### src/include/acs_cfg.svh
// constants for the adc conversion sequencer
`ifndef ACS_CFG_SVH
`define ACS_CFG_SVH
// ============================================================
// register byte offsets
`define ACS_CTRL_OFF 12'h000
`define ACS_STAT_OFF 12'h004
`define ACS_RES_OFF 12'h008
`define ACS_PREV_OFF 12'h00c
`define ACS_ACC_OFF 12'h010
`define ACS_THR_OFF 12'h014
`define ACS_ERR_OFF 12'h018
// ============================================================
// control field positions
`define ACS_C_ON 0
`define ACS_C_GO 1
`define ACS_C_CS 2
`define ACS_C_FM 3
`define ACS_C_REPEAT_SAMPLING_BIT 4
`define ACS_C_PREVIOUS_SOURCE_SELECT 5
`define ACS_C_DOUBLE_SAMPLING_BIT 6
`define ACS_C_IE 7
`define ACS_C_TSEL 8
// status field positions
`define ACS_S_DONE 0
`define ACS_S_THR 1
`define ACS_S_MATH 2
`define ACS_S_PEND 3
`define ACS_S_BUSY 4
// ============================================================
// timing: conversion counter reload, one less than the converter clocks per conversion; result justification shift
`define ACS_CONV_CYC 5'h0e
`define ACS_JUST_SH 4
`endif

### src/include/acs_pkg.sv
// types for the adc conversion sequencer
package acs_pkg;
  // conversion sequence states
  typedef enum logic [1:0] {
    ACS_IDLE,
    ACS_DELAY,
    ACS_CONV
  } acs_state_e;
endpackage

### src/rtl/acs_seq.sv
// adc conversion sequencer with apb register slave
`timescale 1ns/1ps
`include "acs_cfg.svh"

module acs_seq #(
  parameter int TRIG_N = 4
) (
  input wire logic clock,
  input wire logic rst_b,
  input wire logic psel,
  input wire logic penable,
  input wire logic pwrite,
  input wire logic [11:0] paddr,
  input wire logic [31:0] pwdata,
  output logic [31:0] prdata,
  output logic pready,
  output logic pslverr,
  input wire logic rc_tick,
  input wire logic sys_tick,
  input wire logic instr_tick,
  input wire logic sleep_mode,
  input wire logic [TRIG_N-1:0] trig_in,
  input wire logic [11:0] sample_data,
  output logic sample_strobe,
  output logic irq_req,
  output logic wake_req
);
  // ============================================================
  // registers
  logic [11:0] ctrl_q; // control bits
  logic done_q; // conversion done flag
  logic thr_q; // threshold flag
  logic math_q; // computation pending
  logic pend_q; // deferred trigger
  logic off_q; // self shut-off after sleep conversion
  logic [11:0] res_q; // result, right justified
  logic [11:0] prev_q; // previous result
  logic [15:0] acc_q; // accumulator
  logic [11:0] thr_lim_q; // threshold limit
  logic [12:0] err_q; // error value
  logic parity_q; // double sample phase
  logic [4:0] cnt_q; // conversion clock counter
  logic [TRIG_N-1:0] trig_q; // trigger history
  acs_pkg::acs_state_e st_q;
  // ============================================================
  // decode
  logic wr, rd_ok, tick, trig_rise, rc_sel, conv_end, sw_go, hw_go;
  logic [1:0] tsel;
  assign wr = psel && penable && pwrite;
  assign rc_sel = ctrl_q[`ACS_C_CS];
  assign tsel = ctrl_q[`ACS_C_TSEL+1:`ACS_C_TSEL];
  // rc clock or divided system clock drive the sequence
  assign tick = rc_sel ? rc_tick : sys_tick;
  assign trig_rise = trig_in[tsel] && !trig_q[tsel];
  assign sw_go = wr && paddr == `ACS_CTRL_OFF && pwdata[`ACS_C_GO];
  // sleeping on the system clock the trigger must wait
  assign hw_go = (trig_rise || pend_q) && !(sleep_mode && !rc_sel);
  assign conv_end = st_q == acs_pkg::ACS_CONV && tick && cnt_q == 5'h00;
  // ============================================================
  // trigger edge history, one flop per source
  genvar gi;
  generate
    for (gi = 0; gi < TRIG_N; gi++) begin : g_trig
      always_ff @(posedge clock) begin
        if (!rst_b) begin
          trig_q[gi] <= 1'b0;
        end else begin
          trig_q[gi] <= trig_in[gi];
        end
      end
    end
  endgenerate
  // ============================================================
  // deferred trigger latch
  always_ff @(posedge clock) begin
    if (!rst_b) begin
      pend_q <= 1'b0;
    end else if (trig_rise && sleep_mode && !rc_sel) begin
      pend_q <= 1'b1;
    end else if (!sleep_mode || rc_sel) begin
      pend_q <= 1'b0; // consumed by hw_go
    end
  end
  // ============================================================
  // control register; go set by software or hardware
  always_ff @(posedge clock) begin
    if (!rst_b) begin
      ctrl_q <= 12'h000;
    end else begin
      if (wr && paddr == `ACS_CTRL_OFF) begin
        ctrl_q <= pwdata[11:0];
      end
      if (ctrl_q[`ACS_C_ON] && hw_go) begin
        ctrl_q[`ACS_C_GO] <= 1'b1;
      end else if (conv_end && !ctrl_q[`ACS_C_REPEAT_SAMPLING_BIT]) begin
        ctrl_q[`ACS_C_GO] <= 1'b0;
      end
    end
  end
  // ============================================================
  // conversion sequence
  always_ff @(posedge clock) begin
    if (!rst_b) begin
      st_q <= acs_pkg::ACS_IDLE;
      cnt_q <= 5'h00;
    end else if (!ctrl_q[`ACS_C_ON] || off_q) begin
      st_q <= acs_pkg::ACS_IDLE;
    end else begin
      case (st_q)
        acs_pkg::ACS_IDLE: begin
          if (ctrl_q[`ACS_C_GO]) begin
            // rc clock waits an instruction for sleep entry
            st_q <= rc_sel ? acs_pkg::ACS_DELAY
                           : acs_pkg::ACS_CONV;
            cnt_q <= `ACS_CONV_CYC;
          end
        end
        acs_pkg::ACS_DELAY: begin
          if (instr_tick) begin
            st_q <= acs_pkg::ACS_CONV;
          end
        end
        acs_pkg::ACS_CONV: begin
          if (tick) begin
            if (cnt_q == 5'h00) begin
              // repeat mode keeps go set and restarts
              st_q <= acs_pkg::ACS_IDLE;
            end else begin
              cnt_q <= cnt_q - 5'h01;
            end
          end
        end
        default: st_q <= acs_pkg::ACS_IDLE;
      endcase
    end
  end
  assign sample_strobe = conv_end;
  // ============================================================
  // sleep shut-off; enable bit stays set
  always_ff @(posedge clock) begin
    if (!rst_b) begin
      off_q <= 1'b0;
    end else if (!sleep_mode || !ctrl_q[`ACS_C_ON]) begin
      off_q <= 1'b0;
    end else if (conv_end && !ctrl_q[`ACS_C_IE] && !trig_rise) begin
      off_q <= 1'b1;
    end
  end
  // ============================================================
  // results: stored right justified
  always_ff @(posedge clock) begin
    if (!rst_b) begin
      res_q <= 12'h000;
      prev_q <= 12'h000;
      acc_q <= 16'h0000;
      thr_lim_q <= 12'h000;
    end else if (conv_end) begin
      if (!ctrl_q[`ACS_C_PREVIOUS_SOURCE_SELECT]) begin
        prev_q <= res_q;
      end
      res_q <= sample_data;
      acc_q <= acc_q + {4'h0, sample_data};
    end else if (wr) begin
      if (paddr == `ACS_RES_OFF) begin
        res_q <= pwdata[11:0];
      end
      if (paddr == `ACS_ACC_OFF) begin
        acc_q <= pwdata[15:0];
      end
      if (paddr == `ACS_THR_OFF) begin
        thr_lim_q <= pwdata[11:0];
      end
    end
  end
  // ============================================================
  // flags: hardware set wins over software clear
  always_ff @(posedge clock) begin
    if (!rst_b) begin
      done_q <= 1'b0;
      math_q <= 1'b0;
      thr_q <= 1'b0;
      err_q <= 13'h0000;
      parity_q <= 1'b0;
    end else begin
      if (wr && paddr == `ACS_STAT_OFF) begin
        // write one to clear
        if (pwdata[`ACS_S_DONE]) done_q <= 1'b0;
        if (pwdata[`ACS_S_MATH]) math_q <= 1'b0;
        if (pwdata[`ACS_S_THR]) thr_q <= 1'b0;
      end
      if (conv_end) begin
        done_q <= 1'b1;
        math_q <= 1'b1;
        parity_q <= ctrl_q[`ACS_C_DOUBLE_SAMPLING_BIT] ? !parity_q : 1'b0;
        if (!ctrl_q[`ACS_C_DOUBLE_SAMPLING_BIT] || parity_q) begin
          err_q <= {1'b0, sample_data} - {1'b0, thr_lim_q};
          if (sample_data > thr_lim_q) thr_q <= 1'b1;
        end
      end
    end
  end
  // interrupt request and sleep wake
  assign irq_req = done_q && ctrl_q[`ACS_C_IE];
  assign wake_req = irq_req && sleep_mode;
  // ============================================================
  // apb read path, zero wait states
  logic [31:0] rd_d;
  always_comb begin
    rd_ok = 1'b1;
    rd_d = 32'h0000_0000;
    case (paddr)
      `ACS_CTRL_OFF: rd_d = {20'h00000, ctrl_q};
      `ACS_STAT_OFF: rd_d = {27'h0000000, st_q != acs_pkg::ACS_IDLE,
                             pend_q, math_q, thr_q, done_q};
      `ACS_RES_OFF: rd_d = ctrl_q[`ACS_C_FM] ? {20'h00000, res_q}
        : {20'h00000, res_q} << `ACS_JUST_SH;
      `ACS_PREV_OFF: rd_d = {20'h00000, prev_q};
      `ACS_ACC_OFF: rd_d = {16'h0000, acc_q};
      `ACS_THR_OFF: rd_d = {20'h00000, thr_lim_q};
      `ACS_ERR_OFF: rd_d = {19'h00000, err_q};
      default: rd_ok = 1'b0;
    endcase
  end
  assign prdata = rd_d;
  assign pready = 1'b1;
  assign pslverr = psel && penable && !rd_ok;
endmodule

### config.mk
export PLATFORM = sky130hd
export DESIGN_NAME = acs_seq
export DESIGN_NICKNAME = d
export VERILOG_FILES = /design/src/include/acs_pkg.sv /design/src/rtl/acs_seq.sv
export VERILOG_INCLUDE_DIRS = /design/src /design/src/include
export SDC_FILE = /design/constraint.sdc
export NUM_CORES = 1
export LEC_CHECK = 0
export BUFFER_PORTS_ARGS = -buffer_cell sky130_fd_sc_hd__buf_2
export CORE_ASPECT_RATIO = 0.7
export CORE_UTILIZATION = 34
export CTS_CLUSTER_DIAMETER = 30
export DETAILED_ROUTE_END_ITERATION = 6
export PLACE_DENSITY = 0.56
export SLEW_MARGIN = 30
export SYNTH_ARGS = -nofsm -noshare
export SYNTH_HDL_FRONTEND = slang
export SYNTH_SLANG_ARGS = --single-unit
### constraint.sdc
create_clock -name clock -period 6.9 [get_ports clock]
set_input_delay 1.035 -clock clock [delete_from_list [all_inputs] [get_ports clock]]
set_output_delay 1.035 -clock clock [all_outputs]
set_load 0.05 [all_outputs]
**Yosys cells after proc, flatten, opt, wreduce, memory -nomap -nowiden**

Cells that the tools add are included.

- Register bits after elaboration: 94
- Bits in latches: 0
- Memory bits (writable): 0
- ROM bits: 0
- Bits of input ports: 69
- Output and inout bits: 37
- Logic and storage cells: 141
- Memories: 0

- Add/subtract/negate cells: 3
- Multiply operators: 0
- Div/mod/pow operators: 0
- $lt $le $gt $ge: 2
- Equal/unequal tests: 13
- Shifts and indexed selects: 0
- Muxes and demuxes: 41
- Bitwise logic cells: 4
- Reduce and logical (&&, ||, !) cells: 59

Operators by type and width:

| kind | number |
|---|---|
| $pmux W16 S7 | 1 |
| $mux W16 | 4 |
| $eq A12 B5 Y1 const B | 3 |
| $mux W12 | 3 |
| $eq A12 B4 Y1 const B | 2 |
| $mux W1 | 20 |
| $logic_and A1 B1 Y1 | 18 |
| $reduce_bool A2 Y1 | 9 |
| $add A16 B12 Y16 | 1 |
| $mux W5 | 3 |
| $sub A12 B12 Y13 | 1 |
| $eq A12 B3 Y1 const B | 1 |
| $gt A12 B12 Y1 | 1 |
| $logic_not A12 Y1 | 1 |
| $mux W2 | 6 |
| $reduce_and A2 Y1 | 6 |
| $logic_not A1 Y1 | 11 |
| $pmux W5 S2 | 1 |
| $ne A2 B2 Y1 const B | 4 |
| $reduce_or A7 Y1 | 1 |
| $pmux W2 S3 | 1 |
| $logic_not A5 Y1 | 1 |
| $logic_or A1 B1 Y1 | 5 |
| $reduce_and A5 Y1 | 1 |
| other kinds (12) | 17 |

**Depth between registers and ports, before layout**

Gate-level depths: netlist of the first run.

- Depth after elaboration: 8
- Mapped depth: 10
- Mapped depth without buffers: 10

**Least setup slack after synthesis of the first run**

Ideal clock, no wire load.

- Path type: input to output
- Start: input port paddr[9]
- End: output port prdata[10]
- Arrival: 3651 ps
- Required time: 5865 ps
- Setup slack: 2214 ps
- Stages on the path: 5
- Path buffers: 1
- Cells stage by stage: or4_4 -> or4_4 -> or3_1 -> buf_6 -> o21ai_0

- Cells in the longest elaborated chain, start to end: 2
- Elaborated cells between the ends (all ways): 8

Ends and longest elaborated chain:

| what | line | text |
|---|---|---|
| start, declared | acs_seq.sv:13 | `input wire logic [11:0] paddr,` |
| $eq A12 B5 Y1 (tied with other cells) | acs_seq.sv:211 | `case (paddr)` |
| $pmux W16 S7 (*) | acs_seq.sv:211 |  |
| end, declared | acs_seq.sv:15 | `output logic [31:0] prdata,` |

Mark *: on every way between the ends. The rest lies on a longest branch, timed or not.

**Final worst setup path of the first run**

- Start: input port paddr[9]
- End: output port prdata[5]

The elaborated chain is that of the path after synthesis.

==> impl_metrics.ini, run 1 <==
[synth]
yosysTopAreaCell = dfxtp_1
synth_seq_cells = 94
async_flop_share_pct = 0
syn_avg_cell_area_um2 = 8.019
synth.cell_area_um2 = 5902
yosysMostFrequentCell = dfxtp_1
synth_edf_count = 0
synth_cell_types = 69
synth-seq-area-share_pct = 31.88
synth_ff_type = dfxtp_1
yosysTopAreaCellShare_pct = 31.88
synth.area.top_cells = dfxtp_1 32%, mux2i_1 8.1%, a21oi_1 5.7%, ha_1 5.5%, nand2_1 5.4%
yosys_warnings = 0
synthCells = 736
synth_common_cells = 94 x dfxtp_1, 85 x nand2_1, 67 x a21oi_1, 57 x o21ai_0, 52 x nor2_1

[sta]
setup_tns_ns = 0
hold_viol = 0
finClkSkew_ns = 0.005355
hold_ws_ns = 0.4596
tightest_slew_ns = 1.006
slew_headroom_pct = 32.75
period_needed_ns = 4.719
rsz0062_at_grt = no
period_share_pct = 68.39
fmax_mhz = 211.9
setup_violations = 0
slew_violations = 0

[critical_path]
cp_max_fo = 11
slowest_delay_ns = 0.77
cp_data_required_time_ns = 5.86
cp-end-kind = primary output
cp_slowest_cell = nor3b_2
cp.arrival_ns = 3.68
r2r_end = thr_q
ff2ff_setup_slack_ns = 3.70
r2r_cells = 9
startpoint = paddr[9]
cp_cell_sequence = buf_2 > or4_4 > or4_4 > nor3b_2 > a222oi_1 > o21ai_0 > buf_2
worstSetupPathType = input port to primary output
critPathLaunchType = input port
regToRegStartpoint = cnt_q[0]

[cts]
cts_buffer_depth = 2
cts_buffers = 9
cts_tree = built
cts_setup_buffers = 0
worstSkewPairLatency_ns = 0.34
cts.sinks = 94
cts_root_buf = clkbuf_16
ctsHoldBuffers = 0
cts.repair.resized = 0
clkTransAtPathRegs_ns = 0.07
cts_max_level = 3

[route]
drc_errors = 0
num_vias = 5545
viasPerCell = 5.490
first_iter_violations = 583
drt-wirelength-per-cell_um = 18.40
drtPass1Iterations = 7
finalWirelength_um = 18590
final_antenna_net_count = 0

[global_routing]
grt_pass1_vias = 5007
grt_pass1_wl_um = 29120
grt_max_degree = 55
grt_remaining_overflow = 0
antenna_found_initial = 0
track_usage_pct = 21.17

[placed_design]
routabilityCongestion = 0.8252
dpl.cell_count = 995
port_buffers = 72
dp_hpwl_um = 13650

[power]
power_w = 0.001200
p_leak_nw = 2.608
vdd_drop_max_mv = 0.1053
p_per_area_nw_per_um2 = 180.3

[layout]
final_core_util_pct = 40.01
nets = 878
num_antenna_cells = 0
area_growth_pct = 12.80
final_cells = 1010
layout-drive-gt1-share_pct = 14.90

[floorplanning]
rows = 39
die_y_um = 112.2
start_util_pct = 35.47
fp.coreArea_um2 = 16640
io_pins = 106
die_area_um2 = 17900
fp.dieW_um = 159.5

[hold_path]
hold_end = err_q[1]
min_from = err_q[1]
min_path_cells = 2
hold_class = flip-flop to flip-flop

[run]
maxCapViolCount = 0

[run_status]
status = complete, no violations
==> final cells by class <==
class / count / area, um2
fillers: 1762 / 9982
multi-input cells: 569 / 3669
flip-flops and latches: 94 / 1882
repair buffers: 78 / 405.4
well taps: 225 / 281.5
clock buffers: 9 / 225.2
inverters: 29 / 108.9
clock inverters: 6 / 86.33
==> logic make-up (layout without fill, tap and decap cells) <==
| kind of cell | Yosys count | after routing | synth area share (%) |
|---|---|---|---|
| flops | 94 | 94 | 31.88 |
| other cells | 2 | 17 | 0.1272 |
| simple gates | 242 | 242 | 19.78 |
| fa+ha+maj | 28 | 28 | 6.190 |
| xor+xnor | 12 | 12 | 1.781 |
| buf+inv | 88 | 122 | 7.165 |
| compound gates | 211 | 211 | 22.83 |
| mux | 59 | 59 | 10.24 |
==> layer usage <==
layer / up-vias / track usage (%) / wire length [um]
li1: 2737 / - / -
met1: 2587 / 32.31 / 9248
met2: 202 / 31.15 / 7855
met3: 19 / 3.437 / 1317
met4: 0 / 3.718 / 165
met5: - / 0 / 0
==> power breakdown <==
| part | internal, W | total, W | switching (W) |
|---|---|---|---|
| sequential | 0.000544 | 0.000544 | 0.000000459 |
| clock | 0.000316 | 0.000539 | 0.000223 |
| combinational | 0.0000356 | 0.000117 | 0.0000814 |
| total | 0.000895 | 0.00120 | 0.000305 |
==> per-stage QoR <==
step                      setup slack (ns)  area [um2]
after detailed placement             2.257        6346
after global routing                 2.102        6658
after global placement               2.268        6341
final                                2.181        6658
after floorplan                      2.214        5958
after CTS                            2.251        6658
==> worst max path at each step <==
stage / to / slack (ns) / cells past startpoint
floorplan: prdata[10] / 2.21 / 5
global placement: prdata[11] / 2.27 / 7
detailed placement: prdata[3] / 2.26 / 7
CTS: prdata[12] / 2.25 / 8
global route: prdata[3] / 2.10 / 7
finish: prdata[5] / 2.18 / 7
==> sequential cells by signal, indices dropped and copies added (netlist names), 4 cells and up <==
register and count:
prev_q 12, ctrl_q 12, res_q 12, err_q 13, acc_q 16, trig_q 4
cnt_q 5, thr_lim_q 12
==> critical path: cells and delay by family <==
kind | cells | cell delay (ns)
AOI/OAI and AO/OA | 2 | 0.39
buffers and inverters | 2 | 0.43
and+or+nand+nor | 3 | 1.83
==> placed cells by master, fill, tap and decap left out, types with 3 or more instances in the layout <==
cell type and n:
a21oi_1 67, clkbuf_16 9, nor2b_1 7, nand2b_1 7, o31a_1 3, inv_1 27
xnor2_1 8, a22oi_1 5, o21ai_0 57, dfxtp_1 94, mux2_2 11, or3_1 8
mux2i_1 48, a211oi_1 14, a32oi_1 4, buf_4 6, buf_2 72, and3_1 10
ha_1 26, a222oi_1 12, a22o_1 3, nor2_1 52, conb_1 17, a31oi_1 3
nor3_1 16, and2_1 7, xor2_1 4, o21a_1 6, nand3_1 28, nand2_1 85
a21o_1 9
Power figures use the tool's default switching activity.
==> inputs of run 2 (changes only) <==
- clock period: 6.9 -> 4.62 ns (I/O delays scaled with it)
==> impl_metrics.ini, run 2 (synthesis results as in run 1) <==
[sta]
finClkSkew_ns = 0.008658
hold_ws_ns = 0.4572
setup_violations = 0
slew_violations = 0
hold_viol = 0
slew_headroom_pct = 42.97
rsz0062_at_grt = no
period_needed_ns = 3.917
period_share_pct = 84.78
setup_tns_ns = 0
fmax_mhz = 255.3
tightest_slew_ns = 0.8448

[power]
power_w = 0.001718
p_per_area_nw_per_um2 = 257.4
vdd_drop_max_mv = 0.1768
p_leak_nw = 2.619

[critical_path]
ff2ff_setup_slack_ns = 1.44
cp_max_fo = 9
cp_data_required_time_ns = 3.93
critPathLaunchType = input port
regToRegStartpoint = cnt_q[0]
cp-end-kind = primary output
cp-endpoint = prdata[12]
r2r_cells = 8
worstSetupPathType = input port to primary output
startpoint = paddr[9]
cp.arrival_ns = 3.22
r2r_end = thr_q

[cts]
cts_root_buf = clkbuf_16
cts_max_level = 3
clkTransAtPathRegs_ns = 0.07
ctsHoldBuffers = 0
cts_tree = built
cts.sinks = 94
cts_buffers = 9
cts.repair.resized = 0
cts_setup_buffers = 0
worstSkewPairLatency_ns = 0.35
cts_buffer_depth = 2

[floorplanning]
start_util_pct = 35.47
rows = 39
fp.dieW_um = 159.5
fp.coreArea_um2 = 16640
io_pins = 106
die_y_um = 112.2
die_area_um2 = 17900

[global_routing]
grt_max_degree = 40
top_usage_layer = met1
track_usage_pct = 21.58
use_met3_pct = 3.954
gr-usage-met2_pct = 31.15
grt_pass1_vias = 5177
grt_use_met1_pct = 32.69
grt_remaining_overflow = 0
antenna_found_initial = 0
grt_pass1_wl_um = 29950

[layout]
nets = 885
num_antenna_cells = 0
top_register = acc_q
layout-drive-gt1-share_pct = 15.64
area_growth_pct = 13.10
final_core_util_pct = 40.12
reg_top3 = acc_q: 16 flops, err_q: 13 flops
final_cell_mix = 94 x dfxtp_1, 85 x nand2_1, 72 x buf_2
largest_reg_flops = 16
fillers = 1721
final_common_cell = dfxtp_1

[route]
viasPerCell = 5.522
first_iter_violations = 580
num_vias = 5621
final_antenna_net_count = 0
drtPass1Iterations = 7
drc_errors = 0
drt-wirelength-per-cell_um = 18.73
finalWirelength_um = 19070

[run_status]
status = complete, no violations

[placed_design]
dp_hpwl_um = 14060
routabilityCongestion = 0.8864
port_buffers = 72

[run]
maxCapViolCount = 0

[hold_path]
hold_class = flip-flop to flip-flop
[run 2: critical path, cell delays in order]
cell	delay, ns
buf_2	0.09
or4_4	0.55
or4_4	0.52
or3_1	0.53
nor2_1	0.33
a222oi_1	0.14
inv_1	0.09
buf_2	0.26
[run 2: per-stage QoR]
stage          std cells  setup slack [ns]  cell area, um2
6_report            1018            0.7034            6675
5_1_grt             1018            0.6468            6675
4_1_cts             1018            0.7211            6673
3_5_place_dp        1002            0.7249            6389
3_3_place_gp        1002            0.7414            6389
2_1_floorplan        751            0.6181            5958
[run 2: cell type report]
class / count / area, um2 / area share (%)
multi-input combinational: 569 / 3661 / 54.85
timing repair buffer: 85 / 457.9 / 6.860
sequential: 94 / 1882 / 28.19
tap: 225 / 281.5 / 4.217
inverter: 29 / 108.9 / 1.631
clock buffer: 10 / 239.0 / 3.580
clock inverter: 6 / 45.04 / 0.6748
[run 2: worst min-delay path by stage]
stage / from / to / depth (start not counted) / slack [ns]
4_1_cts: err_q[10] / err_q[10] / 2 / 0.46
3_3_place_gp: ctrl_q[11] / ctrl_q[11] / 2 / 0.44
5_1_grt: err_q[12] / err_q[12] / 2 / 0.47
2_1_floorplan: ctrl_q[10] / ctrl_q[10] / 2 / 0.43
6_report: err_q[12] / err_q[12] / 2 / 0.46
3_5_place_dp: err_q[3] / err_q[3] / 2 / 0.45
[run 2: where the power goes]
| part | internal (W) | switching (W) | leakage (nW) |
|---|---|---|---|
| registers | 0.000812 | 0.000000667 | 0.758 |
| logic | 0.0000544 | 0.000124 | 1.73 |
| clock network | 0.000382 | 0.000345 | 0.131 |
| total | 0.00125 | 0.000470 | 2.62 |
[run 2: metal layers]
metal,part of all wire [%],routed length (um),vias up
li1,-,-,2747
met1,50,9483,2641
met2,41,7912,218
met3,7.7,1459,15
met4,1.1,211,0
met5,0,0,-
==> inputs of run 3 (changes only) <==
- clock period: 4.62 -> 3.9 ns (I/O delays scaled with it)
==> impl_metrics.ini, run 3 (synthesis results as in run 1) <==
[critical_path]
startpoint = paddr[9]
crit_buf_inv = 3
cp-end-kind = primary output
cp_slowest_cell = or4_4
cp_cell_sequence = buf_2 > or4_4 > or4_4 > or3_1 > nor2_1 > a222oi_1 > inv_1 > buf_2
critPathLaunchType = input port
cp_max_fo = 4
slowest_delay_ns = 0.55
cp.arrival_ns = 2.95
cp_top_family = simple AND/OR/NAND/NOR gates
cp_data_required_time_ns = 3.31
regToRegStartpoint = cnt_q[0]
worstSetupPathType = input port to primary output

[cts]
cts_buffer_depth = 2
ctsHoldBuffers = 0
cts.sinks = 94
cts.repair.resized = 0
clkTransAtPathRegs_ns = 0.06
cts_tree = built
cts_max_level = 3
cts_root_buf = clkbuf_16
worstSkewPairLatency_ns = 0.34
cts_buffers = 9
cts_setup_buffers = 0

[layout]
regArea_um2 = 1882
fillers = 1763
final_cell_mix = 94 x dfxtp_1, 85 x nand2_1, 72 x buf_2
area_growth_pct = 14.20
nets = 893
reg_top3 = acc_q: 16 flops, err_q: 13 flops
top_register = acc_q
layout-drive-gt1-share_pct = 16.00
multi_input_area_um2 = 3659
final_common_cell = dfxtp_1
num_antenna_cells = 0
largest_reg_flops = 16

[floorplanning]
start_util_pct = 35.47
io_pins = 106
die_area_um2 = 17900
fp.coreArea_um2 = 16640
fp.dieW_um = 159.5
rows = 39
die_y_um = 112.2

[placed_design]
dp_hpwl_um = 14080
port_buffers = 72
routabilityCongestion = 0.8631

[sta]
slew_violations = 0
hold_viol = 0
setup_violations = 0
rsz0062_at_grt = no
setup_tns_ns = 0
slew_headroom_pct = 37.63
hold_ws_ns = 0.4596
period_share_pct = 90.75
period_needed_ns = 3.539
tightest_slew_ns = 0.9332
finClkSkew_ns = 0.006525
fmax_mhz = 282.5

[global_routing]
grt_remaining_overflow = 0
track_usage_pct = 21.02
grt_pass1_vias = 5126
antenna_found_initial = 0
grt_max_degree = 44
grt_pass1_wl_um = 29390

[run]
maxCapViolCount = 0

[power]
vdd_drop_max_mv = 0.1915
p_leak_nw = 2.665
p_per_area_nw_per_um2 = 305.7
power_w = 0.002061

[route]
drtPass1Iterations = 5
drt-wirelength-per-cell_um = 18.28
finalWirelength_um = 18740
num_vias = 5655
first_iter_violations = 562
drc_errors = 0
viasPerCell = 5.517
final_antenna_net_count = 0

[hold_path]
hold_class = flip-flop to flip-flop
min_from = err_q[10]

[run_status]
status = complete, no violations
-- run 3: path summary, 6_finish.rpt --
path | slack, ns | to | cells past startpoint
max | 0.36 | prdata[12] | 8
min | 0.46 | err_q[10] | 2
max reg2reg | 1.13 | err_q[11] | 8
min reg2reg | 0.46 | err_q[10] | 2
-- run 3: cell type report --
class | count | share of cell area [%]
Sequential cell | 94 | 27.92
Clock buffer | 12 | 3.657
Tap cell | 225 | 4.177
Inverter | 29 | 1.615
Timing Repair Buffer | 93 | 7.685
Multi-Input combinational cell | 569 | 54.28
Clock inverter | 3 | 0.6683
-- run 3: layer usage --
| metal | wire length [um] | GRT usage [%] |
|---|---|---|
| met5 | 0 | 0 |
| met4 | 46 | 3.269 |
| met3 | 1318 | 3.806 |
| met2 | 7837 | 30.42 |
| met1 | 9536 | 32.40 |
-- run 3: stage by stage --
| stage | setup slack (ns) | utilization, % | std cells | area, um2 |
|---|---|---|---|---|
| floorplan | 0.1141 | - | 751 | 5958 |
| global placement | 0.3946 | 38.75 | 1010 | 6449 |
| detailed placement | 0.4044 | 38.75 | 1010 | 6449 |
| CTS | 0.3962 | 40.51 | 1025 | 6740 |
| global route | 0.2675 | 40.51 | 1025 | 6740 |
| finish | 0.3608 | 40.51 | 1025 | 6740 |
-- run 3: worst reg2reg max path, stage by stage (launching register included) --
cell and delay, ns:
dfxtp_1 0.33, inv_1 0.10, ha_1 0.21, nor4b_1 0.42, nand3_2 0.51, a21o_1 0.51
or3_1 0.38, mux2i_1 0.15, a31o_2 0.12
-- run 3: power breakdown --
part / total (W) / leakage, nW / switching (W) / internal, W
logic: 0.000209 / 1.77 / 0.000145 / 0.0000643
registers: 0.000963 / 0.758 / 0.000000808 / 0.000962
clock network: 0.000888 / 0.135 / 0.000376 / 0.000512
